## src/design/ced_pkg.sv

```systemverilog
// Package for the exception prioritiser and dispatcher: codes, vectors, carriers
// Behaviour
// (RULE1) Disabled coprocessor: general vector, CU+level, 0x0B
// (RULE2) Reserved instruction: general vector, level, code 0x0A
// (RULE3) Arithmetic overflow: general vector, level, code 0x0C
// (RULE4) True trap: general vector, level, code 0x0D
// (RULE5) Misaligned store: general vector, level, code 0x05
// (RULE6) Data bus error: general vector, level, code 0x07
// (RULE7) Load data break: probe-selected vector, load bit
// (RULE8) Store data break: same vectors, store bit
// (RULE9) Complex break: debug vector, imprecise bits, no code
// (RULE10) Fixed descending priority among pending conditions
package ced_pkg;

    localparam logic [31:0] GEN_VEC_OFFSET = 32'h0000_0180;
    localparam logic [31:0] DBG_VEC_NOPROBE = 32'hbfc0_0480;
    localparam logic [31:0] DBG_VEC_PROBE = 32'hbfc0_0200;

    localparam logic [4:0] CODE_COP_UNUSABLE = 5'h0b;
    localparam logic [4:0] CODE_RESERVED = 5'h0a;
    localparam logic [4:0] CODE_OVERFLOW = 5'h0c;
    localparam logic [4:0] CODE_TRAP = 5'h0d;
    localparam logic [4:0] CODE_STORE_MISALIGN = 5'h05;
    localparam logic [4:0] CODE_BUS_ERROR = 5'h07;
    localparam logic [4:0] CODE_RESET = 5'h00;
    localparam logic [31:0] VEC_RESET = 32'h0000_0000;

    // Condition bits, highest priority in the top bit
    typedef struct packed {
        logic cop_unusable;
        logic reserved_instr_exc;
        logic arith_overflow_exc;
        logic trap_exc;
        logic load_data_break;
        logic store_data_break;
        logic store_misalign_exc;
        logic data_bus_error_exc;
        logic complex_break;
    } ced_cond_t;

    // One request from the pipeline, valid for the cycle it is shown
    typedef struct packed {
        ced_cond_t cond;
        logic [1:0] cop_num;
        logic [2:0] complex_break_kind;
    } ced_req_t;

    // Debug bits: complex-break kinds are instr, load, store (bits 2..0)
    typedef struct packed {
        logic load_data_break;
        logic store_data_break;
        logic instr_break_imprecise;
        logic load_break_imprecise;
        logic store_break_imprecise;
    } ced_dbg_t;

    typedef struct packed {
        logic [31:0] vector;
        logic [4:0] code;
        logic is_debug;
    } ced_disp_t;

    typedef enum logic [3:0] {
        SEL_NONE = 4'h0,
        SEL_COP = 4'h1,
        SEL_RI = 4'h2,
        SEL_OV = 4'h3,
        SEL_TRAP = 4'h4,
        SEL_DBL = 4'h5,
        SEL_DBS = 4'h6,
        SEL_STORE_MISALIGN_EXC = 4'h7,
        SEL_DBE = 4'h8,
        SEL_COMPLEX_BREAK = 4'h9
    } ced_sel_t;

endpackage : ced_pkg

```

## src/design/ced_dispatch.sv

```systemverilog
// Exception prioritiser and dispatcher for the lower-priority fault and break rows
`timescale 1ns/1ns
module ced_dispatch #(
    parameter int XLEN = 32
) (
    // Clock and reset
    input wire logic core_clk,
    input wire logic arst_n,
    // Pipeline request
    input wire ced_pkg::ced_req_t req,
    input wire logic [31:0] exception_vector_base,
    input wire logic probe_enable_bit,
    // Return from handlers
    input wire logic exl_clear,
    input wire logic debug_clear,
    // Dispatch result
    output logic disp_valid,
    output ced_pkg::ced_disp_t disp,
    // Status and debug state
    output logic exception_level_bit,
    output logic [3:0] coproc_usable_bits,
    output logic [4:0] exception_cause_code,
    output ced_pkg::ced_dbg_t debug_bits
);
    import ced_pkg::*;

    // Refuse a core width that the vector and code logic cannot serve
    if (XLEN != 32) begin : g_bad_xlen
        $error("ced_dispatch serves only a 32-bit core");
    end

    // Highest pending condition wins
    function automatic ced_sel_t pick(input ced_cond_t c);
        ced_sel_t s;
        s = SEL_NONE;
        if (c.cop_unusable) begin
            s = SEL_COP;
        end else if (c.reserved_instr_exc) begin
            s = SEL_RI;
        end else if (c.arith_overflow_exc) begin
            s = SEL_OV;
        end else if (c.trap_exc) begin
            s = SEL_TRAP;
        end else if (c.load_data_break) begin
            s = SEL_DBL;
        end else if (c.store_data_break) begin
            s = SEL_DBS;
        end else if (c.store_misalign_exc) begin
            s = SEL_STORE_MISALIGN_EXC;
        end else if (c.data_bus_error_exc) begin
            s = SEL_DBE;
        end else if (c.complex_break) begin
            s = SEL_COMPLEX_BREAK;
        end
        return s;
    endfunction : pick

    ced_sel_t sel;
    logic [31:0] gen_vec;
    logic [31:0] dbg_vec;
    logic is_gen;
    logic is_dbg;
    logic [4:0] next_code;
    ced_dbg_t dbg_set;
    logic [3:0] cu_set;

    assign sel = pick(req.cond); // RULE10
    assign gen_vec = exception_vector_base + GEN_VEC_OFFSET;
    assign dbg_vec = probe_enable_bit ? DBG_VEC_PROBE : DBG_VEC_NOPROBE; // RULE7

    always_comb begin
        next_code = CODE_RESET;
        is_gen = 1'b1;
        dbg_set = '0;
        cu_set = 4'h0;
        unique case (sel)
            SEL_NONE: begin
                is_gen = 1'b0;
            end
            SEL_COP: begin
                next_code = CODE_COP_UNUSABLE; // RULE1
                cu_set[req.cop_num] = 1'b1; // RULE1
            end
            SEL_RI: begin
                next_code = CODE_RESERVED; // RULE2
            end
            SEL_OV: begin
                next_code = CODE_OVERFLOW; // RULE3
            end
            SEL_TRAP: begin
                next_code = CODE_TRAP; // RULE4
            end
            SEL_STORE_MISALIGN_EXC: begin
                next_code = CODE_STORE_MISALIGN; // RULE5
            end
            SEL_DBE: begin
                next_code = CODE_BUS_ERROR; // RULE6
            end
            SEL_DBL: begin
                is_gen = 1'b0;
                dbg_set.load_data_break = 1'b1; // RULE7
            end
            SEL_DBS: begin
                is_gen = 1'b0;
                dbg_set.store_data_break = 1'b1; // RULE8
            end
            SEL_COMPLEX_BREAK: begin
                is_gen = 1'b0;
                // A break with no kind given counts as an instruction break
                dbg_set.instr_break_imprecise = req.complex_break_kind[2] || (req.complex_break_kind == 3'h0); // RULE9
                dbg_set.load_break_imprecise = req.complex_break_kind[1]; // RULE9
                dbg_set.store_break_imprecise = req.complex_break_kind[0]; // RULE9
            end
            default: begin
                is_gen = 1'b0;
            end
        endcase
    end

    assign is_dbg = (sel == SEL_DBL) || (sel == SEL_DBS) || (sel == SEL_COMPLEX_BREAK);

    // Dispatch result, one cycle after the request
    always_ff @(posedge core_clk or negedge arst_n) begin
        if (!arst_n) begin
            disp_valid <= 1'b0;
            disp <= '{vector: VEC_RESET, code: CODE_RESET, is_debug: 1'b0};
        end else begin
            disp_valid <= is_gen || is_dbg;
            if (is_gen) begin
                disp <= '{vector: gen_vec, code: next_code, is_debug: 1'b0}; // RULE1 RULE2 RULE3
            end else if (is_dbg) begin
                disp <= '{vector: dbg_vec, code: CODE_RESET, is_debug: 1'b1}; // RULE8 RULE9
            end
        end
    end

    // Exception level: a new exception wins over a return in the same cycle
    always_ff @(posedge core_clk or negedge arst_n) begin
        if (!arst_n) begin
            exception_level_bit <= 1'b0;
        end else if (is_gen) begin
            exception_level_bit <= 1'b1; // RULE4 RULE5 RULE6
        end else if (exl_clear) begin
            exception_level_bit <= 1'b0;
        end
    end

    // Cause code and unusable coprocessor, written only by general exceptions
    always_ff @(posedge core_clk or negedge arst_n) begin
        if (!arst_n) begin
            exception_cause_code <= CODE_RESET;
            coproc_usable_bits <= 4'h0;
        end else if (is_gen) begin
            exception_cause_code <= next_code;
            coproc_usable_bits <= cu_set; // RULE1
        end
    end

    // Debug bits: held until the next debug event replaces them or a debug return clears them, set wins over a debug return
    always_ff @(posedge core_clk or negedge arst_n) begin
        if (!arst_n) begin
            debug_bits <= '0;
        end else if (is_dbg) begin
            debug_bits <= dbg_set; // RULE7 RULE8 RULE9
        end else if (debug_clear) begin
            debug_bits <= '0;
        end
    end

endmodule : ced_dispatch

```

## config.mk

```make
export PLATFORM = sky130hd
export DESIGN_NAME = ced_dispatch
export DESIGN_NICKNAME = d
export VERILOG_FILES = /design/src/design/ced_pkg.sv /design/src/design/ced_dispatch.sv
export SDC_FILE = /design/constraint.sdc
export NUM_CORES = 1
export LEC_CHECK = 0
export BUFFER_PORTS_ARGS = -buffer_cell sky130_fd_sc_hd__buf_2
export CELL_PAD_IN_SITES_DETAIL_PLACEMENT = 1
export CELL_PAD_IN_SITES_GLOBAL_PLACEMENT = 2
export CORE_MARGIN = 3
export CORE_UTILIZATION = 31
export DETAILED_ROUTE_END_ITERATION = 8
export HOLD_SLACK_MARGIN = 0.12
export MAX_ROUTING_LAYER = met4
export PLACE_DENSITY = 0.91
export SYNTH_ARGS = -nofsm -noshare
export SYNTH_HDL_FRONTEND = slang
export SYNTH_SLANG_ARGS = --single-unit
```

## constraint.sdc

```tcl
create_clock -name core_clk -period 1.4 [get_ports core_clk]
set_clock_uncertainty 0.15 [all_clocks]
set_input_delay 0 -clock core_clk [delete_from_list [all_inputs] [get_ports core_clk]]
set_output_delay 0 -clock core_clk [all_outputs]
set_load 0.02 [all_outputs]
```

==> results of run 1 <==
[cells by family after synthesis]
logic type / count (synthesis)
other: 1
XOR/XNOR: 18
buffers and inverters: 23
multiplexers: 2
AO/OA/AOI/OAI: 74
flip-flops: 52
adder cells (fa/ha/maj): 1
AND/OR/NAND/NOR: 86
[critical path: stages]
cell and delay (ns):
buf_2 0.10, buf_4 0.16, nand2b_1 0.15, a21oi_2 0.10
o211ai_2 0.35, a31oi_4 0.16, buf_4 0.18, buf_16 0.13
a211o_1 0.24
[through the flow]
step | cell area, um^2 | hold WS (ns) | setup TNS (ns)
floorplan | 2643 | -0.4456 | -10.51
global placement | 3690 | -0.1411 | -19.63
detailed placement | 3690 | -0.1306 | -22.21
CTS | 4456 | -0.009424 | -1.944
global route | 4619 | 0.05224 | -4.163
finish | 4619 | 0.04893 | -2.753
[metal layers]
| layer | global-route usage | vias to the layer above | part of all wire |
|---|---|---|---|
| li1 | - | 1386 | - |
| met1 | 0.2547 | 1498 | 0.40 |
| met2 | 0.4147 | 102 | 0.54 |
| met3 | 0.03357 | 22 | 0.041 |
| met4 | 0.06070 | 0 | 0.021 |
| met5 | - | - | 0 |
[power by group through the flow]
stage	logic, uW	registers, uW	clock network [uW]
after detailed placement	712	1680	0
after global placement	688	1680	0
after CTS	846	1650	941
after floorplan	201	1780	0
final	891	1660	913
after global routing	955	1670	986
[final cells by class]
class	count	share of cell area
clock buffer	7	0.01869
clock inverter	1	0.001625
inverter	11	0.009480
multi-input combinational	183	0.3069
sequential	52	0.2817
tap	102	0.02763
timing repair buffer	220	0.3540
[state kept, by name (all words and copies together), names as in the netlist]
signal	flops
coproc_usable_bits	4
debug_bits	5
disp	37
disp_valid	1
exception_cause_code	4
exception_level_bit	1
[Yosys cell counts, types with 4 or more instances]
cell,instances
xor2_1,9
nand3_1,6
or3_1,4
a22o_1,18
a21oi_1,10
a2bb2oi_1,5
dfrtp_1,52
a211oi_1,5
buf_2,4
clkbuf_1,4
nand2_1,15
o21ai_0,13
nor2_1,20
nor3_1,13
xnor2_1,9
nand4_1,9
inv_1,10
nor4_1,5
[worst paths after layout]
path                                                        to  slack [ns]  depth (start not counted)
setup / recovery                           disp[4]$_DFFE_PN0P_       -0.15                          9
hold / removal                       debug_bits[4]$_DFFE_PN0P_        0.05                          4
setup reg to reg           exception_cause_code[1]$_DFFE_PN0P_        0.39                          4
hold reg to reg              coproc_usable_bits[1]$_DFFE_PN0P_        0.35                          1
max in group asynchronous                 disp[15]$_DFFE_PN0P_        0.23                          4
min in group asynchronous                 disp_valid$_DFF_PN0_        0.62                          4
[repair_timing]
| item | CTS | global route |
|---|---|---|
| cloned | 1 | 0 |
| setup buffers | 4 | 4 |
| endpoints found under the hold margin | 103 | 6 |
| hold buffers | 49 | 4 |
| endpoints found under the setup margin | 47 | 44 |
| pin swaps | 11 | 12 |
| resized for setup | 33 | 29 |
==> impl_metrics.tcl, run 1 <==
set metrics [dict create \
    yosysWarnings 0 \
    crit_required_ns 1.44 \
    dp_slack_ns -0.5251 \
    fp.dieArea_mm2 0.009578 \
    synth_cell_type_count 44 \
    placed_cells 509 \
    grt_overflow 0 \
    fp.dieH_um 97.87 \
    async_reset_ff_frac 1.000 \
    cellPowerDensity_mw_per_mm2 750.4 \
    power_uw 3467 \
    rows 32 \
    initial_utilization 0.3284 \
    drv_slew 0 \
    rr_startpoint "exception_cause_code[1]$_DFFE_PN0P_" \
    syn_avg_cell_area_um2 10.18 \
    period_share 1.105 \
    worstSetupPathType "in2reg" \
    power.combinational.fraction 0.257 \
    die_w_um 97.87 \
    dr.pass1.iters 4 \
    synthMuxAreaShare 0.007652 \
    drc 0 \
    vias_per_cell 5.222 \
    yosys.area_share.adder 0.004782 \
    ios 105 \
    drtIter0Drc 89 \
    layout_commonest_cell "buf_2" \
    netlist_top_cells_area "dfrtp_1, a22o_1, xnor2_1, xor2_1, nor2_1" \
    fin_nets 525 \
    grt_usage 0.2259 \
    synth_top_area_share 0.4974 \
    numClockSinks 52 \
    hp-class "in2reg" \
    outcome "finished with violations" \
    finalCriticalPeriod_ns 1.546 \
    fillCellCount 924 \
    setup_viol 34 \
    drt-total-wl_um 10970 \
    synth_xor_area_frac 0.06026 \
    core_area_mm2 0.007968 \
    utilization 0.5798 \
    max_freq_ghz 0.6467 \
    startpoint "req[10]" \
    grt_pass1_wl_um 17080 \
    worstSkewPairLatency_ns 0.30 \
    synth_compound_area_frac 0.2181 \
    fin_ws_ns -0.1463 \
    cts_tree "built" \
    post-dp-hpwl_um 7013 \
    synth_area_mm2 0.002616 \
    path_max_fanout 6 \
    p_leak_uw 0.002176 \
    seqPwrFrac 0.479 \
    drive_above_1_share 0.4578 \
    p_clk_frac 0.263 \
    routedWlPerCell_um 19.05 \
    layout_common_cells "buf_2, buf_4, dfrtp_1" \
    synth_cells 257 \
    startpoint_type "input port" \
    grt_max_degree 53 \
    synth_edf_count 0 \
    critPathCaptureType "register" \
    area_growth_pct 76.57 \
    ys.flop_type "dfrtp_1" \
    ys_seq_elements 52 \
    clkTransAtPathRegs_ns 0.09 \
    yosysTopAreaCell "dfrtp_1" \
    hold_start "req[7]" \
    synth_top_family_by_area "compound AO/OA/AOI/OAI gates" \
    seqCellArea_mm2 0.001301 \
    htreeDepth 2 \
    finalHoldViolCount 0 \
    antenna_found_initial 0 \
    grt_pass1_vias 3378 \
    intPower_uw 2416 \
    root_buffer "clkbuf_8" \
    vias 3008 \
    seq_area_frac_synth 0.4974 \
    yosys.area_share.simple 0.1669 \
    cts_made_buffers 5 \
    postRouteAntennaNets 0 \
    multiInputGateArea_mm2 0.001418 \
    instances_no_fill 576 \
    io_buffers 102 \
    rsz0062_at_grt "yes" \
    clk_path_buf_depth 2 \
    violations "negative setup slack" \
    arrival_ns 1.59 \
    max_cap_viol_count 0 \
    switching_share 0.3030 \
    gp_congestion 0.8531 \
    p_sw_uw 1050 \
    diodes 0 \
    vdd_drop_max_mv 0.4139 \
]
No activity file was read; power rests on OpenSTA's default activity.
==> run 2: changes to the inputs <==
Settings changed: ABC_AREA set to 1, CORE_UTILIZATION 31 to 29, PLACE_DENSITY 0.91 to 0.89.
==> impl_metrics.tcl, run 2 <==
set metrics [dict create \
    outcome "finished with violations" \
    violations "negative hold slack, negative setup slack" \
    synth_top_area_share 0.4471 \
    yosysWarnings 0 \
    final_cell_area_mm2 0.005221 \
    rows 35 \
    vias 3469 \
    area_growth_pct 79.41 \
    drc 0 \
    yosysTopAreaCell "dfrtp_1" \
    synth.most_common_cell "nand2_1" \
    layout_common_cells "buf_2, nand2_1, buf_4" \
    cellPowerDensity_mw_per_mm2 763.1 \
    intPower_uw 2715 \
    gp_congestion 0.8852 \
    drt-total-wl_um 12650 \
    power.combinational.fraction 0.293 \
    root_buffer "clkbuf_8" \
    seqPwrFrac 0.423 \
    finalHoldViolCount 1 \
    max_freq_ghz 0.6686 \
    post-dp-hpwl_um 8337 \
    ys.flop_type "dfrtp_1" \
    die_w_um 106.2 \
    cts_made_buffers 5 \
    vdd_drop_max_mv 0.4809 \
    ios 105 \
    grt_usage 0.2086 \
    async_reset_ff_frac 1.000 \
    clk_path_buf_depth 2 \
    rsz0062_at_grt "yes" \
    fin_nets 665 \
    max-slew-margin-rel 0.6034 \
    period_share 1.068 \
    routedWlPerCell_um 17.02 \
    diodes 0 \
    crit_required_ns 1.52 \
    fin_ws_ns -0.09566 \
    cts_tree "built" \
    setup_viol 25 \
    finalCriticalPeriod_ns 1.496 \
    drv_slew 0 \
    core_area_mm2 0.009503 \
    synth_edf_count 0 \
    grt_pass1_wl_um 18470 \
    synthTopCellsByCount "nand2_1, dfrtp_1, nor2_1, inv_1" \
    p_clk_frac 0.284 \
    numClockSinks 52 \
    dpl_cell_area_mm2 0.004173 \
    tightest_slew_ns 0.5949 \
    clkTransAtPathRegs_ns 0.11 \
    syn_avg_cell_area_um2 7.761 \
    io_buffers 102 \
    largest_register_ff_count 37 \
    grt_pass1_vias 3877 \
    dp_slack_ns -0.3753 \
    top_register "disp" \
    synth_area_mm2 0.002910 \
    power_uw 3984 \
    instances_no_fill 743 \
    worst_hold_slack_ns -0.0004989 \
    ys_seq_elements 52 \
    p_sw_uw 1269 \
    switching_share 0.3185 \
    htreeDepth 2 \
    reg.largest.list "disp x37, debug_bits x5" \
    initial_utilization 0.3063 \
    grt_max_degree 42 \
    postRouteAntennaNets 0 \
    max_cap_viol_count 0 \
    seq_area_frac_synth 0.4471 \
    layout_commonest_cell "buf_2" \
    worstSetupPathType "in2reg" \
    dr.pass1.iters 4 \
    synth_cells 375 \
    placed_cells 675 \
    synth_cell_type_count 35 \
    path_max_fanout 7 \
    antenna_found_initial 0 \
    arrival_ns 1.61 \
    critPathCaptureType "register" \
    fp.dieArea_mm2 0.01127 \
    drive_above_1_share 0.4756 \
    worstSkewPairLatency_ns 0.31 \
    p_leak_uw 0.002690 \
    hp-class "in2reg" \
    startpoint_type "input port" \
    vias_per_cell 4.669 \
    grt_overflow 0 \
    drtIter0Drc 115 \
    netlist_top_cells_area "dfrtp_1, nand2_1, nor2_1, inv_1, xor2_1" \
    fp.dieH_um 106.2 \
]
run 2: cell types whose count changed after synthesis, moves of 5 or more:
cell,before,now
a2bb2oi_1,5,0
a211oi_1,5,0
a21oi_1,10,4
xnor2_1,9,3
o21ai_2,0,6
nand3_1,6,12
inv_1,10,40
nand2_2,0,5
nand2_1,15,126
nor2_1,20,42
a22o_1,18,0
run 2: per-layer routing:
layer  routed length (um)  GRT usage
met1                 5482     0.2591
met2                 6547     0.3624
met4                  159    0.05643
met3                  458    0.02125
met5                    0          -
run 2: kinds of logic after synthesis:
| group | count (synthesis) | share of synthesized area |
|---|---|---|
| other cells | 1 | 0.001289 |
| flops | 52 | 0.4471 |
| fa+ha+maj | 1 | 0.004299 |
| compound gates | 33 | 0.08040 |
| xor+xnor | 12 | 0.03612 |
| simple gates | 222 | 0.3405 |
| buf+inv | 54 | 0.09028 |
run 2: layout make-up:
cell class	count	area, um^2
fill	1158	4282
inverter	45	193.9
timing repair buffer	239	1799
tap	129	161.4
clock inverter	2	38.79
clock buffer	6	82.58
multi-input combinational	270	1644
sequential	52	1301
run 2: repair_timing:
item | in CTS | in global routing
pin swaps | 2 | 23
cloned | 0 | 1
gates resized for setup | 5 | 92
hold buffers | 50 | 4
hold endpoints to repair | 95 | 5
endpoints found under the setup margin | 17 | 57
buffers inserted | 0 | 8
run 2: final timing paths:
kind / startpoint / endpoint / slack, ns / cells past startpoint
worst max-delay path: req[6] / disp[8]$_DFFE_PN0P_ / -0.1 / 18
worst min-delay path: exception_vector_base[11] / disp[18]$_DFFE_PN0P_ / -0.0005 / 5
worst max register to register: disp[13]$_DFFE_PN0P_ / disp[13]$_DFFE_PN0P_ / 0.53 / 4
worst min register to register: disp[8]$_DFFE_PN0P_ / disp[8]$_DFFE_PN0P_ / 0.34 / 2
max in group asynchronous: arst_n / disp[29]$_DFFE_PN0P_ / 0.26 / 4
min in group asynchronous: arst_n / disp[18]$_DFFE_PN0P_ / 0.21 / 3
run 2: power by group through the flow:
stage	clock, uW	combinational [uW]	sequential [uW]
after floorplan	0	305	1820
after global placement	0	895	1690
after detailed placement	0	922	1690
after CTS	1140	1040	1670
after global routing	1210	1260	1700
final	1130	1170	1690
run 2: metrics by stage:
stage | hold WS [ns] | TNS (ns) | util
finish | -0.0004989 | -1.552 | 0.5494
global route | 0.01873 | -4.923 | 0.5494
CTS | -0.1577 | 0 | 0.5065
detailed placement | -0.2338 | -15.43 | 0.4391
global placement | -0.2412 | -10.90 | 0.4391
floorplan | -0.4456 | -0.04940 | -
run 2: critical path: stages:
cell	delay, ns
buf_6	0.10
inv_2	0.04
nand2_1	0.04
nand2_1	0.06
nand2_1	0.05
nand2_1	0.07
nand2_1	0.07
nand2_2	0.11
nand2_4	0.07
nand2_2	0.09
nand2_2	0.07
nand2_4	0.10
nand2_4	0.08
buf_12	0.14
nor2_8	0.20
clkbuf_16	0.21
nand2_2	0.05
nand2_1	0.05
